## src/include/txdma_pkg.sv

```systemverilog
// Constants and types for the transmit command fetch engine.
// Assumes one 32-bit host memory port and a 250 MHz core clock.
`default_nettype none
package txdma_pkg;
    localparam int          DW           = 32;
    localparam logic [31:0] OFS_GP       = 32'h4;
    localparam logic [31:0] OFS_DATA_STD = 32'h10;
    localparam logic [31:0] OFS_DATA_EXT = 32'h20;
    localparam logic [31:0] NULL_PTR     = 32'hFFFFFFFF;
    localparam logic [31:0] WORD_STEP    = 32'h4;
    localparam int          TBD_SHIFT    = 3;
    localparam logic [7:0]  EMB_TBDS     = 8'h2;
    localparam logic [2:0]  W_CMD        = 3'h0;
    localparam logic [2:0]  W_ARR        = 3'h2;
    localparam logic [2:0]  W_CNT        = 3'h3;
    localparam logic [2:0]  W_STD_LAST   = 3'h3;
    localparam logic [2:0]  W_EXT_LAST   = 3'h7;
    localparam logic [2:0]  OP_TX        = 3'h4;
    localparam int          OP_LO        = 16;
    localparam int          THR_LO       = 16;
    localparam int          NUM_LO       = 24;
    localparam int          C_BIT        = 15;
    localparam int          OK_BIT       = 13;
    localparam int          U_BIT        = 12;
    localparam int          EL_BIT       = 16;
    localparam int          THR_SHIFT    = 3;
    localparam logic [13:0] WORD_BYTES   = 14'h4;
    localparam logic [4:0]  RETRY_LIM    = 5'hF;
    localparam int          CLK_NS       = 4;
    localparam int          POLL_NS      = 1000;
    localparam int          POLL_CYC     = POLL_NS / CLK_NS;
    typedef enum logic [3:0] {
        S_IDLE, S_SCB_CMD, S_SCB_PTR, S_SCB_CLR, S_TCB, S_IMM,
        S_EOC, S_DESC, S_POLL, S_BUF, S_STAT, S_FIN
    } state_e;
endpackage
`default_nettype wire

```

## src/logic/tx_descriptor_fetch_dma.sv

```systemverilog
// Transmit command engine: fetches command blocks and buffer descriptors,
// streams frame data to the transmit FIFO, posts completion status.
// Assumes a memory port with one outstanding access, ack on completion.
// Functional notes
// - Extended mode reads eight command words instead of four.
// - Extended mode: array address points at the third descriptor.
// - Extended mode: count includes both embedded descriptors.
// - Extended block is flexible; embedded pointers nonzero, set by driver.
// - Descriptor holds absolute 32-bit address and 14-bit byte count.
// - Dynamic mode: zero pointer is discarded and fetched again.
// - Frame ends at the last counted descriptor regardless of end flag.
// - Valid pointer with end flag ends the frame early.
// - Dynamic order: data, descriptors, poll, buffer, status, finish.
// - Collisions retried from FIFO up to 15; sixteenth bumps counter.
// - Opcode 100b in the command word requests transmission.
// - Start reads command, general pointer, then clears command word.
// - Immediate data is fetched before any buffer data.
// - Transmission starts once threshold bytes were fetched.
// - Completion bit written after last buffer, with underrun flag.
// - Next descriptor prefetched before the current buffer is moved.
// - Standard mode, null array with immediate data: end-of-command word after data.
// - Zero immediate count skips the data phase; no word is pushed.
// - Completion posted at FIFO entry; wire status other than underrun only counts.
// - Jam after preamble only; late collision is not jammed.
// - Statistics counters follow status from the wire side.
// - Threshold field times eight gives the byte threshold.
// - Zero descriptor count means null array, frame ends.
`timescale 1ns/10ps
`default_nettype none
module tx_descriptor_fetch_dma
    import txdma_pkg::*;
#(
    parameter int CNT_W = 16
) (
    input  wire logic             core_clk,
    input  wire logic             rst_b,
    input  wire logic             cu_start,
    input  wire logic [31:0]      scb_addr,
    input  wire logic             ext_mode,
    input  wire logic             dyn_mode,
    output logic                  mem_req,
    output logic                  mem_we,
    output logic [31:0]           mem_addr,
    output logic [31:0]           mem_wdata,
    input  wire logic             mem_ack,
    input  wire logic [31:0]      mem_rdata,
    output logic                  fifo_valid,
    output logic [31:0]           fifo_data,
    output logic                  fifo_eoc,
    input  wire logic             fifo_ready,
    output logic                  tx_go,
    output logic                  cmd_done,
    input  wire logic             wire_pre_done,
    input  wire logic             wire_coll,
    input  wire logic             wire_late,
    input  wire logic             wire_urun,
    input  wire logic             wire_done,
    output logic                  retx,
    output logic                  jam,
    output logic [CNT_W-1:0]      ok_cnt,
    output logic [CNT_W-1:0]      maxcol_cnt,
    output logic [CNT_W-1:0]      urun_cnt
);
    state_e      state, next_state;
    logic [2:0]  wi, next_wi;
    logic [31:0] tcb_addr, next_tcb_addr, tbd_arr, next_tbd_arr;
    logic [15:0] cmd_hi, next_cmd_hi;
    logic [13:0] bcnt, next_bcnt;
    logic [7:0]  thr, next_thr, tbd_num, next_tbd_num, idx, next_idx;
    logic [31:0] ed_ptr [2], next_ed_ptr [2], ed_w [2], next_ed_w [2];
    logic [31:0] dptr, next_dptr, addr, next_addr;
    logic [31:0] nxt_ptr, next_nxt_ptr;
    logic [13:0] rem, next_rem, nxt_sz, next_nxt_sz;
    logic        have_cur, next_have_cur, cur_last, next_cur_last;
    logic        nxt_last, next_nxt_last, go_done, next_go_done;
    logic [15:0] fetched, next_fetched;
    logic [15:0] poll, next_poll;
    logic        urun_flag, next_urun_flag;
    logic        next_mem_req, next_mem_we, next_tx_go, next_cmd_done;
    logic [31:0] next_mem_addr, next_mem_wdata;
    logic        push, push_eoc, room, acc;
    logic        got, last;
    logic [31:0] gp, gw, daddr;
    logic [7:0]  aidx;
    logic [13:0] take;
    logic [31:0] out_d, next_out_d, sk_d, next_sk_d;
    logic        out_e, next_out_e, sk_e, next_sk_e;
    logic        out_v, next_out_v, sk_v, next_sk_v;

    assign acc  = mem_req & mem_ack;
    assign room = !sk_v;
    assign take = (rem > WORD_BYTES) ? WORD_BYTES : rem;
    assign aidx  = ext_mode ? idx - EMB_TBDS : idx;
    assign daddr = tbd_arr + ({24'h0, aidx} << TBD_SHIFT)
                 + (wi[0] ? WORD_STEP : 32'h0);

    always_comb begin
        next_state = state;         next_wi = wi;
        next_tcb_addr = tcb_addr;   next_tbd_arr = tbd_arr;
        next_cmd_hi = cmd_hi;       next_bcnt = bcnt;
        next_thr = thr;             next_tbd_num = tbd_num;
        next_ed_ptr = ed_ptr;       next_ed_w = ed_w;
        next_idx = idx;             next_dptr = dptr;
        next_addr = addr;           next_rem = rem;
        next_nxt_ptr = nxt_ptr;     next_nxt_sz = nxt_sz;
        next_have_cur = have_cur;   next_cur_last = cur_last;
        next_nxt_last = nxt_last;   next_go_done = go_done;
        next_fetched = fetched;     next_poll = poll;
        next_mem_req = mem_req;     next_mem_we = mem_we;
        next_mem_addr = mem_addr;   next_mem_wdata = mem_wdata;
        next_tx_go = 1'b0;          next_cmd_done = 1'b0;
        next_urun_flag = urun_flag | wire_urun;
        push = 1'b0;                push_eoc = 1'b0;
        got = 1'b0;                 last = 1'b0;
        gp = 32'h0;                 gw = 32'h0;
        if (acc) begin
            next_mem_req = 1'b0;
            next_mem_we = 1'b0;
        end
        unique case (state)
            S_IDLE: if (cu_start) begin
                next_state = S_SCB_CMD;
                next_fetched = 16'h0;
                next_go_done = 1'b0;
            end
            S_SCB_CMD: if (!mem_req) begin
                next_mem_req = 1'b1;
                next_mem_addr = scb_addr;
            end else if (mem_ack) next_state = S_SCB_PTR;
            S_SCB_PTR: if (!mem_req) begin
                next_mem_req = 1'b1;
                next_mem_addr = scb_addr + OFS_GP;
            end else if (mem_ack) begin
                next_tcb_addr = mem_rdata;
                next_state = S_SCB_CLR;
            end
            S_SCB_CLR: if (!mem_req) begin
                next_mem_req = 1'b1;
                next_mem_we = 1'b1;
                next_mem_addr = scb_addr;
                next_mem_wdata = 32'h0;
            end else if (mem_ack) begin
                next_state = S_TCB;
                next_wi = 3'h0;
            end
            S_TCB: if (!mem_req) begin
                next_mem_req = 1'b1;
                next_mem_addr = tcb_addr + {27'h0, wi, 2'h0};
            end else if (mem_ack) begin
                next_wi = wi + 3'h1;
                unique case (wi)
                    W_CMD: next_cmd_hi = mem_rdata[31:16];
                    W_ARR: next_tbd_arr = mem_rdata;
                    W_CNT: begin
                        next_bcnt = mem_rdata[13:0];
                        next_rem = mem_rdata[13:0];
                        next_thr = mem_rdata[THR_LO +: 8];
                        next_tbd_num = mem_rdata[NUM_LO +: 8];
                        next_addr = tcb_addr
                                  + (ext_mode ? OFS_DATA_EXT : OFS_DATA_STD);
                    end
                    3'h4, 3'h6: next_ed_ptr[wi[1]] = mem_rdata;
                    3'h5, 3'h7: next_ed_w[wi[1]] = mem_rdata;
                    default: ;
                endcase
                if (wi == W_CMD && mem_rdata[OP_LO +: 3] != OP_TX)
                    next_state = S_FIN;
                else if (wi == (ext_mode ? W_EXT_LAST : W_STD_LAST))
                    next_state = S_IMM;
            end
            // immediate data first, zero count acts as dummy
            S_IMM, S_BUF: if (rem == 14'h0) begin
                next_idx = 8'h0;
                next_have_cur = 1'b0;
                if (state == S_IMM) begin
                    if (bcnt != 14'h0 && tbd_arr == NULL_PTR && !ext_mode)
                        next_state = S_EOC;
                    else if (tbd_num == 8'h0)
                        next_state = S_STAT;
                    else
                        next_state = S_DESC;
                end else if (cur_last) next_state = S_STAT;
                else begin
                    next_idx = idx;
                    next_have_cur = 1'b1;
                    next_addr = nxt_ptr;
                    next_rem = nxt_sz;
                    next_cur_last = nxt_last;
                    next_state = nxt_last ? S_BUF : S_DESC;
                end
            end else if (!mem_req && room) begin
                next_mem_req = 1'b1;
                next_mem_addr = addr;
            end else if (acc) begin
                push = 1'b1;
                next_addr = addr + WORD_STEP;
                next_rem = rem - take;
                next_fetched = fetched + {2'h0, take};
            end
            S_EOC: if (room) begin
                push = 1'b1;
                push_eoc = 1'b1;
                next_state = S_STAT;
            end
            S_DESC: begin
                // embedded descriptors come from the block
                if (ext_mode && idx < EMB_TBDS) begin
                    got = 1'b1;
                    gp = ed_ptr[idx[0]];
                    gw = ed_w[idx[0]];
                end else if (!mem_req) begin
                    next_mem_req = 1'b1;
                    next_mem_addr = daddr;
                end else if (mem_ack) begin
                    next_wi = {2'h0, !wi[0]};
                    if (!wi[0]) next_dptr = mem_rdata;
                    else begin
                        got = 1'b1;
                        gp = dptr;
                        gw = mem_rdata;
                    end
                end
                if (got && dyn_mode && gp == 32'h0) begin
                    next_state = S_POLL;
                    next_poll = 16'(POLL_CYC);
                end else if (got) begin
                    // last by count or end flag
                    last = gw[EL_BIT] || (idx + 8'h1 == tbd_num);
                    next_idx = idx + 8'h1;
                    if (!have_cur) begin
                        next_have_cur = 1'b1;
                        next_addr = gp;
                        next_rem = gw[13:0];
                        next_cur_last = last;
                        next_state = last ? S_BUF : S_DESC;
                    end else begin
                        next_nxt_ptr = gp;
                        next_nxt_sz = gw[13:0];
                        next_nxt_last = last;
                        next_state = S_BUF;
                    end
                end
            end
            S_POLL: begin
                next_poll = poll - 16'h1;
                if (poll <= 16'h1) next_state = S_DESC;
            end
            // completion once frame is in the FIFO
            S_STAT: if (!mem_req) begin
                next_mem_req = 1'b1;
                next_mem_we = 1'b1;
                next_mem_addr = tcb_addr;
                next_mem_wdata = {cmd_hi, 16'h0};
                next_mem_wdata[C_BIT] = 1'b1;
                next_mem_wdata[OK_BIT] = 1'b1;
                next_mem_wdata[U_BIT] = urun_flag;
            end else if (mem_ack) begin
                next_urun_flag = wire_urun;
                next_state = S_FIN;
            end
            S_FIN: begin
                next_cmd_done = 1'b1;
                next_state = S_IDLE;
            end
        endcase
        // threshold times eight
        // Stale threshold from the last block is ignored until reloaded
        if (!go_done && (state inside {S_IMM, S_EOC, S_DESC, S_POLL, S_BUF})
            && fetched >= {5'h0, thr, 3'h0} || !go_done && state == S_STAT)
        begin
            next_tx_go = 1'b1;
            next_go_done = 1'b1;
        end
    end

    always_ff @(posedge core_clk or negedge rst_b) begin
        if (!rst_b) begin
            state <= S_IDLE;      wi <= 3'h0;
            tcb_addr <= 32'h0;    tbd_arr <= 32'h0;
            cmd_hi <= 16'h0;      bcnt <= 14'h0;
            thr <= 8'h0;          tbd_num <= 8'h0;
            ed_ptr <= '{default: 32'h0};
            ed_w <= '{default: 32'h0};
            idx <= 8'h0;          dptr <= 32'h0;
            addr <= 32'h0;        rem <= 14'h0;
            nxt_ptr <= 32'h0;     nxt_sz <= 14'h0;
            have_cur <= 1'b0;     cur_last <= 1'b0;
            nxt_last <= 1'b0;     go_done <= 1'b0;
            fetched <= 16'h0;     poll <= 16'h0;
            urun_flag <= 1'b0;    mem_req <= 1'b0;
            mem_we <= 1'b0;       mem_addr <= 32'h0;
            mem_wdata <= 32'h0;   tx_go <= 1'b0;
            cmd_done <= 1'b0;
        end else begin
            state <= next_state;  wi <= next_wi;
            tcb_addr <= next_tcb_addr;
            tbd_arr <= next_tbd_arr;
            cmd_hi <= next_cmd_hi; bcnt <= next_bcnt;
            thr <= next_thr;      tbd_num <= next_tbd_num;
            ed_ptr <= next_ed_ptr; ed_w <= next_ed_w;
            idx <= next_idx;      dptr <= next_dptr;
            addr <= next_addr;    rem <= next_rem;
            nxt_ptr <= next_nxt_ptr; nxt_sz <= next_nxt_sz;
            have_cur <= next_have_cur; cur_last <= next_cur_last;
            nxt_last <= next_nxt_last; go_done <= next_go_done;
            fetched <= next_fetched; poll <= next_poll;
            urun_flag <= next_urun_flag; mem_req <= next_mem_req;
            mem_we <= next_mem_we; mem_addr <= next_mem_addr;
            mem_wdata <= next_mem_wdata; tx_go <= next_tx_go;
            cmd_done <= next_cmd_done;
        end
    end

    // Two-entry skid buffer; reads are issued only with a free slot
    always_comb begin
        next_out_v = out_v; next_out_d = out_d; next_out_e = out_e;
        next_sk_v = sk_v;   next_sk_d = sk_d;   next_sk_e = sk_e;
        if (out_v && fifo_ready) begin
            next_out_v = sk_v;
            next_out_d = sk_d;
            next_out_e = sk_e;
            next_sk_v = 1'b0;
        end
        if (push && !next_out_v) begin
            next_out_v = 1'b1;
            next_out_d = push_eoc ? 32'h0 : mem_rdata;
            next_out_e = push_eoc;
        end else if (push) begin
            next_sk_v = 1'b1;
            next_sk_d = push_eoc ? 32'h0 : mem_rdata;
            next_sk_e = push_eoc;
        end
    end

    always_ff @(posedge core_clk or negedge rst_b) begin
        if (!rst_b) begin
            out_v <= 1'b0; out_d <= 32'h0; out_e <= 1'b0;
            sk_v <= 1'b0;  sk_d <= 32'h0;  sk_e <= 1'b0;
        end else begin
            out_v <= next_out_v; out_d <= next_out_d; out_e <= next_out_e;
            sk_v <= next_sk_v;   sk_d <= next_sk_d;   sk_e <= next_sk_e;
        end
    end
    assign fifo_valid = out_v;
    assign fifo_data  = out_d;
    assign fifo_eoc   = out_e;

    // Wire side: retries come from FIFO data, no new memory traffic
    logic [4:0]       tries, next_tries;
    logic             jam_pend, next_jam_pend, next_retx, next_jam;
    logic [CNT_W-1:0] next_ok_cnt, next_maxcol_cnt, next_urun_cnt;
    logic             ecoll;
    assign ecoll = wire_coll && !wire_late;

    always_comb begin
        next_tries = tries;   next_jam_pend = jam_pend;
        next_retx = 1'b0;     next_jam = 1'b0;
        next_ok_cnt = ok_cnt; next_maxcol_cnt = maxcol_cnt;
        next_urun_cnt = urun_cnt;
        if (ecoll && tries < RETRY_LIM) begin
            next_retx = 1'b1;
            next_tries = tries + 5'h1;
        end else if (ecoll) begin
            next_maxcol_cnt = maxcol_cnt + 1'b1;
            next_tries = 5'h0;
        end
        if (wire_urun) next_urun_cnt = urun_cnt + 1'b1;
        if (wire_done) begin
            next_ok_cnt = ok_cnt + 1'b1;
            next_tries = 5'h0;
        end
        // jam held back until preamble is out
        if (ecoll || wire_urun) next_jam_pend = 1'b1;
        if (next_jam_pend && wire_pre_done) begin
            next_jam = 1'b1;
            next_jam_pend = 1'b0;
        end
    end

    always_ff @(posedge core_clk or negedge rst_b) begin
        if (!rst_b) begin
            tries <= 5'h0;   jam_pend <= 1'b0;
            retx <= 1'b0;    jam <= 1'b0;
            ok_cnt <= '0;    maxcol_cnt <= '0;
            urun_cnt <= '0;
        end else begin
            tries <= next_tries;   jam_pend <= next_jam_pend;
            retx <= next_retx;     jam <= next_jam;
            ok_cnt <= next_ok_cnt; maxcol_cnt <= next_maxcol_cnt;
            urun_cnt <= next_urun_cnt;
        end
    end
endmodule
`default_nettype wire

```

## config.mk

```make
export PLATFORM = sky130hd
export DESIGN_NAME = tx_descriptor_fetch_dma
export DESIGN_NICKNAME = d
export VERILOG_FILES = /design/src/include/txdma_pkg.sv /design/src/logic/tx_descriptor_fetch_dma.sv
export SDC_FILE = /design/constraint.sdc
export NUM_CORES = 1
export LEC_CHECK = 0
export BUFFER_PORTS_ARGS = -buffer_cell sky130_fd_sc_hd__clkbuf_2
export CAP_MARGIN = 20
export CORE_UTILIZATION = 40
export CTS_CLUSTER_DIAMETER = 60
export DETAILED_ROUTE_END_ITERATION = 10
export PLACE_DENSITY = 0.58
export SKIP_LAST_GASP = 1
export SLEW_MARGIN = 20
export SYNTH_ARGS = -nofsm -noshare
export SYNTH_HDL_FRONTEND = slang
export SYNTH_SLANG_ARGS = --single-unit
```

## constraint.sdc

```tcl
create_clock -name core_clk -period 5.55 [get_ports core_clk]
set_input_delay 0 -clock core_clk [delete_from_list [all_inputs] [get_ports core_clk]]
set_output_delay 0 -clock core_clk [all_outputs]
set_load 0.05 [all_outputs]
```

Word level (Yosys, flattened, before mapping). Index checks and enable logic that the tools add are counted.

Register bits: 606. Bits of input ports: 76. Output and inout port bits: 152. Word-level logic and storage cells: 375.

Add/sub/neg operators: 16. Order comparisons: 8. Equal/unequal tests: 61. Mux-type cells: 166. Bitwise operators: 9. Reductions and logical operators: 71.

Operators by type and width (number): 2-to-1 mux 32 bit (33); one-hot mux 32 bit (6 select lines) (1); 2-to-1 mux 14 bit (12); 2-to-1 mux 17 bit (8); bitwise mux 64 bit (2); 2-to-1 mux 4 bit (25); one-hot mux 32 bit (3 select lines) (1); 2-to-1 mux 16 bit (5); adder 32 x 3 -> 32 bit, second input constant (2); inequality test 2 bit, second input constant (32); one-hot mux 16 bit (2 select lines) (2); one-hot mux 32 bit (2 select lines) (1); adder 16 x 1 -> 16 bit, second input constant (3); 2-to-1 mux 1 bit (48); 2-to-1 mux 8 bit (6); one-hot mux 4 bit (11 select lines) (1); one-hot mux 14 bit (3 select lines) (1); adder 32 x 11 -> 32 bit (1); adder 32 x 3 -> 32 bit (1); adder 32 x 5 -> 32 bit (1); adder 32 x 6 -> 32 bit (1); demux 32 bit (select 1 bit) (1); == test 32 bit, second input constant (1); logical NOT 32 bit (1); other kinds (58) (141).

Logic depth before layout (Yosys ltp). Gate-level depths: netlist of the first run.

Word-level depth: 12. Depth in mapped cells: 14. Mapped depth without buffers: 13.

Least setup slack after synthesis of the first run. OpenSTA, ideal clock, no wires.

Path kind: register -> register. Start: register idx[2]. End: register mem_addr[15]. Library setup time: 123 ps. Data arrival time: 3107 ps. Required time: 5427 ps. Slack: 2320 ps. Cell stages (with the launch flop): 15. Path buffers: 1. Period minus slack after synthesis: 3230 ps. Cell sequence: dfrtp_1 inv_1 ha_1 nand2_1 nor4b_1 xor2_1 ha_1 clkbuf_1 nand2_1 a211oi_1 a221oi_1 nor2_1 xor2_1 a211oi_1 nor2_1.

Word-level cells in the longest chain between the ends: 7. Elaborated cells on any way between the ends: 11. Classes of those cells: add/sub: 3; order compare: 1; eq/ne: 1; mux: 4; reduce/logical: 2.

Ends and longest elaborated chain: start, declared (line tx_descriptor_fetch_dma.sv:69) `logic [7:0] thr, next_thr, tbd_num, next_tbd_num, idx, next_idx;`; start signal, assigned (line tx_descriptor_fetch_dma.sv:301) `idx <= next_idx; dptr <= next_dptr;`; subtractor 8 x 2 -> 8 bit (line tx_descriptor_fetch_dma.sv:93) `assign aidx = ext_mode ? idx - EMB_TBDS : idx;`; 2-to-1 mux 8 bit (line tx_descriptor_fetch_dma.sv:93); adder 32 x 11 -> 32 bit (line tx_descriptor_fetch_dma.sv:94) `assign daddr = tbd_arr + ({24'h0, aidx} << TBD_SHIFT)`; adder 32 x 3 -> 32 bit (line tx_descriptor_fetch_dma.sv:95) `+ (wi[0] ? WORD_STEP : 32'h0);`; 2-to-1 mux 32 bit (line tx_descriptor_fetch_dma.sv:211) `end else if (!mem_req) begin`; 2-to-1 mux 32 bit (line tx_descriptor_fetch_dma.sv:207) `if (ext_mode && idx < EMB_TBDS) begin`; one-hot mux 32 bit (6 select lines) (line tx_descriptor_fetch_dma.sv:120) `unique case (state)`; end signal, assigned (line tx_descriptor_fetch_dma.sv:308) `mem_we <= next_mem_we; mem_addr <= next_mem_addr;`; end, declared (line tx_descriptor_fetch_dma.sv:43) `output logic [31:0] mem_addr,`.

Several ways; a longest one is shown, not always the timed one. The select of a mux whose other input is x is not followed. A chain may end at the register's enable or synchronous reset.

Worst setup path after layout of the first run.
Start: register idx[3]. End: register nxt_ptr[9].

Word-level cells in the longest chain between the ends: 8. Elaborated cells on any way between the ends: 11. Classes of those cells: order compare: 1; mux: 4; bitwise: 1; reduce/logical: 5.

Ends and longest elaborated chain: less-than comparator 8 x 2 -> 1 bit * (line tx_descriptor_fetch_dma.sv:207); logical AND 1 bit * (line tx_descriptor_fetch_dma.sv:207); 2-to-1 mux 32 bit / 2-to-1 mux 1 bit (equally long branches) (line tx_descriptor_fetch_dma.sv:207); 2-to-1 mux 32 bit / 2-to-1 mux 1 bit (equally long branches) (line tx_descriptor_fetch_dma.sv:120); logical NOT 32 bit / logical AND 1 bit (equally long branches) (line tx_descriptor_fetch_dma.sv:223) `if (got && dyn_mode && gp == 32'h0) begin`; logical AND 1 bit (line tx_descriptor_fetch_dma.sv:223); NOT 1 bit (no source line); AND reduction 4 bit (no source line); end signal, assigned (line tx_descriptor_fetch_dma.sv:303) `nxt_ptr <= next_nxt_ptr; nxt_sz <= next_nxt_sz;`; end, declared (line tx_descriptor_fetch_dma.sv:72) `logic [31:0] nxt_ptr, next_nxt_ptr;`.

Mark *: on every way between the ends. The rest lies on a longest branch, timed or not. The select of a mux whose other input is x is not followed.

==> results.cfg, run 1 <==
[synth]
synthCells = 3053
synth_compound_area_share_pct = 14.87
seq_area_frac_synth_pct = 46.02
yosysUniqueCellTypes = 80
synthAdderAreaFrac_pct = 2.532
synth_xor_area_share_pct = 5.167
synth.area.mux_share_pct = 12.96
mappedNetlistArea_um2 = 30340
synthFlopType = dfrtp_1
synth_most_common_cell = dfrtp_1
yosysTopAreaCell = dfrtp_1
yosysWarnings = 0
synth_top_family_by_area = compound AO/OA/AOI/OAI gates
synth_area_per_cell_um2 = 9.939
ys_async_sr_fraction_pct = 100.0
synth.top_cell.area_share_pct = 46.02
synth-edff-count = 0
synth-seq-cells = 558
synth_common_cells = dfrtp_1, nand2_1, mux2_2
yosys-top-cells-area = dfrtp_1, mux2_2, nand2_1, o21ai_0, nor2_1
synth_simple_gate_area_share_pct = 14.79

[grt]
overflow = 0
busiest_layer = met2
grt_usage_pct = 28.02
gr-usage-met3_pct = 3.866
grt_pass1_vias = 25263
grt_pass1_wl_mm = 163.6
use_met1_pct = 39.25
grt_max_degree = 122
grt_antenna_before_repair = 2
met2_usage_pct = 44.32

[power_and_ir_drop]
power_density_nw_per_um2 = 504.1
pwr-share-seq_pct = 36.2
leakagePower_nw = 15.82
comb_power_share_pct = 38.9
power.switching_mw = 7.686
p_int_mw = 10.06
finalPower_mw = 17.75
clkPwrFrac_pct = 24.9
max-vdd-ir-drop_uv = 369.6
sw_frac_of_total_pct = 43.31

[critical_path]
cp-end-kind = register
cp.required_ns = 6.02
r2r_cells = 7
arrival_ns = 4.37
path_class = reg2reg
path_max_fanout = 46
critPathLaunchType = register

[detailed_routing]
vias = 25670
wirelength_mm = 108.8
drtPass1Iterations = 6
viasPerCell = 6.003
drc = 0
ant_nets = 0
drtIter0Drc = 2734
wl_per_cell_um = 25.45

[placement]
dp_slack_ns = 1.776
portBuffers = 214
place_congestion = 0.9486
dp_cells = 4094
placedInstanceArea_um2 = 32360
dp_hpwl_mm = 76.72

[sta]
relSlewSlack_pct = 28.95
finalHoldWorstSlack_ns = 0.02293
finalCriticalPeriod_ns = 3.902
slew_violations = 0
hold_viol_final = 0
tns_ns = 0
layout_setup_ws_ns = 1.648
skew_ns = 0.03275
setup_viol = 0
period_share_pct = 70.31
max_freq_mhz = 256.3
rsz0062_at_grt = no
worstMarginPinSlew_ns = 1.058

[floorplanning]
die_width_um = 277.4
die_h_um = 277.4
core_um2 = 74700
die_area_um2 = 76960
start_util_pct = 40.62
row_count = 100
io_pins = 228

[cells_and_area]
finish.utilization_pct = 47.14
nFillCells = 6884
area_delta_synth_final_pct = 16.04
drive_gt1_share_pct = 21.78
fin_cells = 4276
final_cell_area_um2 = 35210
fin_nets = 3396

[cts]
path_clk_slew_ns = 0.06
clock-root-buffer = clkbuf_16
clock_latency_ns = 0.62
numCtsBuffers = 67
cts_buffer_depth = 3
cts_tree = done
cts.sinks = 558
cts-htree-levels = 3

[run_status]
status = complete, no violations

[worst_hold_path]
worst_hold_path_type = in2async

[flow_run]
cap_violations = 0
[sequential cells by signal (all words and copies together), names as in the netlist, 14 cells and up]
signal and cells:
bcnt 14, addr 32, poll 16, fetched 16, maxcol_cnt 16, nxt_ptr 32, urun_cnt 16, dptr 32
ok_cnt 16, sk_d 32, nxt_sz 14, fifo_data 32, rem 14, ed_ptr 64, cmd_hi 16, mem_addr 32
tbd_arr 32, ed_w 30, mem_wdata 18, tcb_addr 32
[critical path: stages (launching register included)]
cell and delay, ns:
dfrtp_1 0.54, nor4b_4 0.41, and2_1 0.49, nor4_1 0.13, a41oi_1 0.46, and2_2 0.88, buf_4 0.43, mux2_2 0.38
[logic make-up after synthesis]
family,count (synthesis)
simple gates,940
compound gates,690
flops,558
mux,356
buf+inv,270
xor+xnor,179
fa+ha+maj,59
other cells,1
[path summary, 6_finish.rpt]
check	startpoint	to	slack, ns
worst max-delay path	idx[3]	nxt_ptr[9]	1.65
worst min-delay path	rst_b	sk_d[22]	0.02
worst max register to register	idx[3]	nxt_ptr[9]	1.65
worst min register to register	maxcol_cnt[15]	maxcol_cnt[15]	0.47
max in group asynchronous	rst_b	maxcol_cnt[11]	3.91
min in group core_clk	scb_addr[31]	mem_addr[31]	0.03
[placed cells by master (no fill, tap or decap), types with 35 or more instances in the layout]
master         synthesis  final
a21oi_1              121    120
a22o_1                37     37
a31oi_1               49     49
and3_1                35     35
buf_4                 14     55
clkbuf_16              0     67
clkbuf_2               0    213
dfrtp_1              558    557
dlygate4sd3_1          0     66
ha_1                  55     55
inv_1                 46     46
mux2_2               288    288
mux2i_1               61     61
nand2_1              309    309
nand3_1               97     96
nand4_1               49     49
nor2_1               231    227
nor3_1                53     51
nor4_1                54     53
o21ai_0              194    194
o21ai_1               41     39
xnor2_1               99     99
xor2_1                80     80
[power by group through the flow]
stage          Clock, mW  Sequential [mW]  Combinational (mW)
2_1_floorplan          0             6.74                4.10
3_5_place_dp           0             6.44                6.79
3_3_place_gp           0             6.39                6.70
6_report            4.42             6.42                6.91
4_1_cts             4.49             6.38                6.85
5_1_grt             4.67             6.55                7.45
[per-layer routing]
metal  part of all wire, %  vias to the layer above  routed length, um
met1                    44                    12993              47940
met3                   6.3                      180               6873
met4                   3.3                        0               3616
met5                     0                        -                  0
met2                    46                      983              50400
li1                      -                    11514                  -
[timing repair]
| item | in CTS | in global routing |
|---|---|---|
| endpoints found under the hold margin | 317 | 0 |
| gates resized for setup | 0 | 0 |
| hold buffers | 66 | 0 |
| buffers inserted | 0 | 0 |
[area by class of cell]
type	count	area, um2	area share, %
flip-flops and latches	558	13960	39.66
clock buffers	86	1838	5.220
diodes	1	2.502	0.007107
clock inverters	28	330.3	0.9381
well taps	969	1212	3.443
repair buffers	339	2235	6.346
multi-input cells	2249	15460	43.90
inverters	46	172.7	0.4904
No activity file was read; power rests on OpenSTA's default activity.
==> run 2: changes to the inputs <==
Clock period 5.55 ns to 3.95 ns, I/O delays scaled along.
==> run 2 against run 1 <==
Die area is the same. Worst setup slack lost 1.3 ns. Sequential share of layout area fell by 0.34 points. Via count is 0.63% higher.
==> results.cfg, run 2 (same netlist as run 1, synthesis figures left out) <==
[cells_and_area]
mostFrequentLayoutCell = dfrtp_1
area_delta_synth_final_pct = 17.04
fin_nets = 3419
largest-register = ed_ptr
antennaDiodeCount = 0
fin_cells = 4303
largest_reg_flops = 64
finish.utilization_pct = 47.54
layout_common_cells = dfrtp_1, nand2_1, mux2_2
drive_gt1_share_pct = 22.44

[sta]
rsz0062_at_grt = no
tns_ns = 0
hold_viol_final = 0
worstMarginPinSlew_ns = 1.118
period_share_pct = 90.20
finalCriticalPeriod_ns = 3.563
slew_violations = 0
skew_ns = 0.02472
relSlewSlack_pct = 25.47
layout_setup_ws_ns = 0.3870
finalHoldWorstSlack_ns = 0.03862
max_freq_mhz = 280.7
setup_viol = 0

[grt]
overflow = 0
grt_antenna_before_repair = 3
grt_pass1_wl_mm = 162.8
grt_pass1_vias = 25270
grt_max_degree = 126
grt_usage_pct = 27.83

[critical_path]
r2r_cells = 7
path_max_fanout = 65
path_class = reg2reg
critPathLaunchType = register
cp.required_ns = 4.38
cp-end-kind = register
arrival_ns = 3.99

[flow_run]
cap_violations = 0

[placement]
dp_slack_ns = 0.4862
dp_hpwl_mm = 77.56
dp_cells = 4120
place_congestion = 0.9599
portBuffers = 214

[cts]
cts-htree-levels = 3
clock_latency_ns = 0.62
numCtsBuffers = 70
ctsResizeCount = 0
path_clk_slew_ns = 0.06
cts.sinks = 558
clock-root-buffer = clkbuf_16
cts_buffer_depth = 3
cts_tree = done

[floorplanning]
row_count = 100
die_width_um = 277.4
die_h_um = 277.4
core_um2 = 74700
start_util_pct = 40.62
die_area_um2 = 76960
io_pins = 228

[power_and_ir_drop]
power_density_nw_per_um2 = 711.3
leakagePower_nw = 15.98
max-vdd-ir-drop_uv = 516.5

[detailed_routing]
drtPass1Iterations = 9
ant_nets = 0
wl_per_cell_um = 25.08
vias = 25832
viasPerCell = 6.003
wirelength_mm = 107.9
drc = 0
drtIter0Drc = 2999

[run_status]
status = complete, no violations

[worst_hold_path]
worst_hold_path_type = in2reg
holdPathStages = 4
-- run 2: cell count changes in the layout (fill, tap and decap cells not counted), sizes merged --
cell / change
buf: +25
bufinv: -2
clkbuf: +12
clkinv: -4
clkinvlp: +2
diode: -1
dlygate4sd3: -5
-- run 2: where the power goes --
group | switching [mW] | total, mW | internal (mW)
clock network | 2.62 | 6.38 | 3.76
logic | 6.47 | 9.94 | 3.47
registers | 1.78 | 8.94 | 7.16
-- run 2: area by class of cell --
type / count / area [um2]
clock buffers: 98 / 1998
clock inverters: 24 / 291.5
fillers: 6878 / 39180
inverters: 46 / 172.7
multi-input cells: 2249 / 15450
flip-flops and latches: 558 / 13960
well taps: 969 / 1212
repair buffers: 359 / 2422
-- run 2: final timing paths --
kind | start | to | slack, ns
min in group asynchronous | rst_b | fifo_data[22] | 0.05
hold / removal | scb_addr[6] | mem_addr[6] | 0.04
hold reg to reg | go_done | tx_go | 0.47
max in group asynchronous | rst_b | urun_cnt[14] | 2.64
setup reg to reg | state[2] | sk_d[31] | 0.39
setup / recovery | state[2] | sk_d[31] | 0.39
-- run 2: worst max-delay path: stages, from the launching register on --
cell,delay [ns]
dfrtp_1,0.96
xor2_1,0.18
nand3_1,0.34
buf_4,0.24
nor2_1,0.07
nand2_1,0.40
a21o_2,0.89
o21ai_0,0.27
-- run 2: stage by stage --
step	cell area [um2]	power, mW
2_1_floorplan	30430	15.23
3_3_place_gp	32610	18.54
3_5_place_dp	32610	18.72
4_1_cts	35510	25.23
5_1_grt	35510	26.51
6_report	35510	25.26
-- run 2: repair_timing --
item | 4_1_cts | 5_1_grt
hold buffers | 61 | 0
setup buffers | 0 | 0
hold endpoints to repair | 313 | 0
-- run 2: metal layers --
metal | track usage [%] | up-vias | part of all wire [%]
li1 | - | 11578 | -
met4 | 12.04 | 0 | 4.3
met3 | 3.403 | 216 | 6.4
met5 | 0 | - | 0
met1 | 38.22 | 12977 | 43
met2 | 44.17 | 1061 | 46
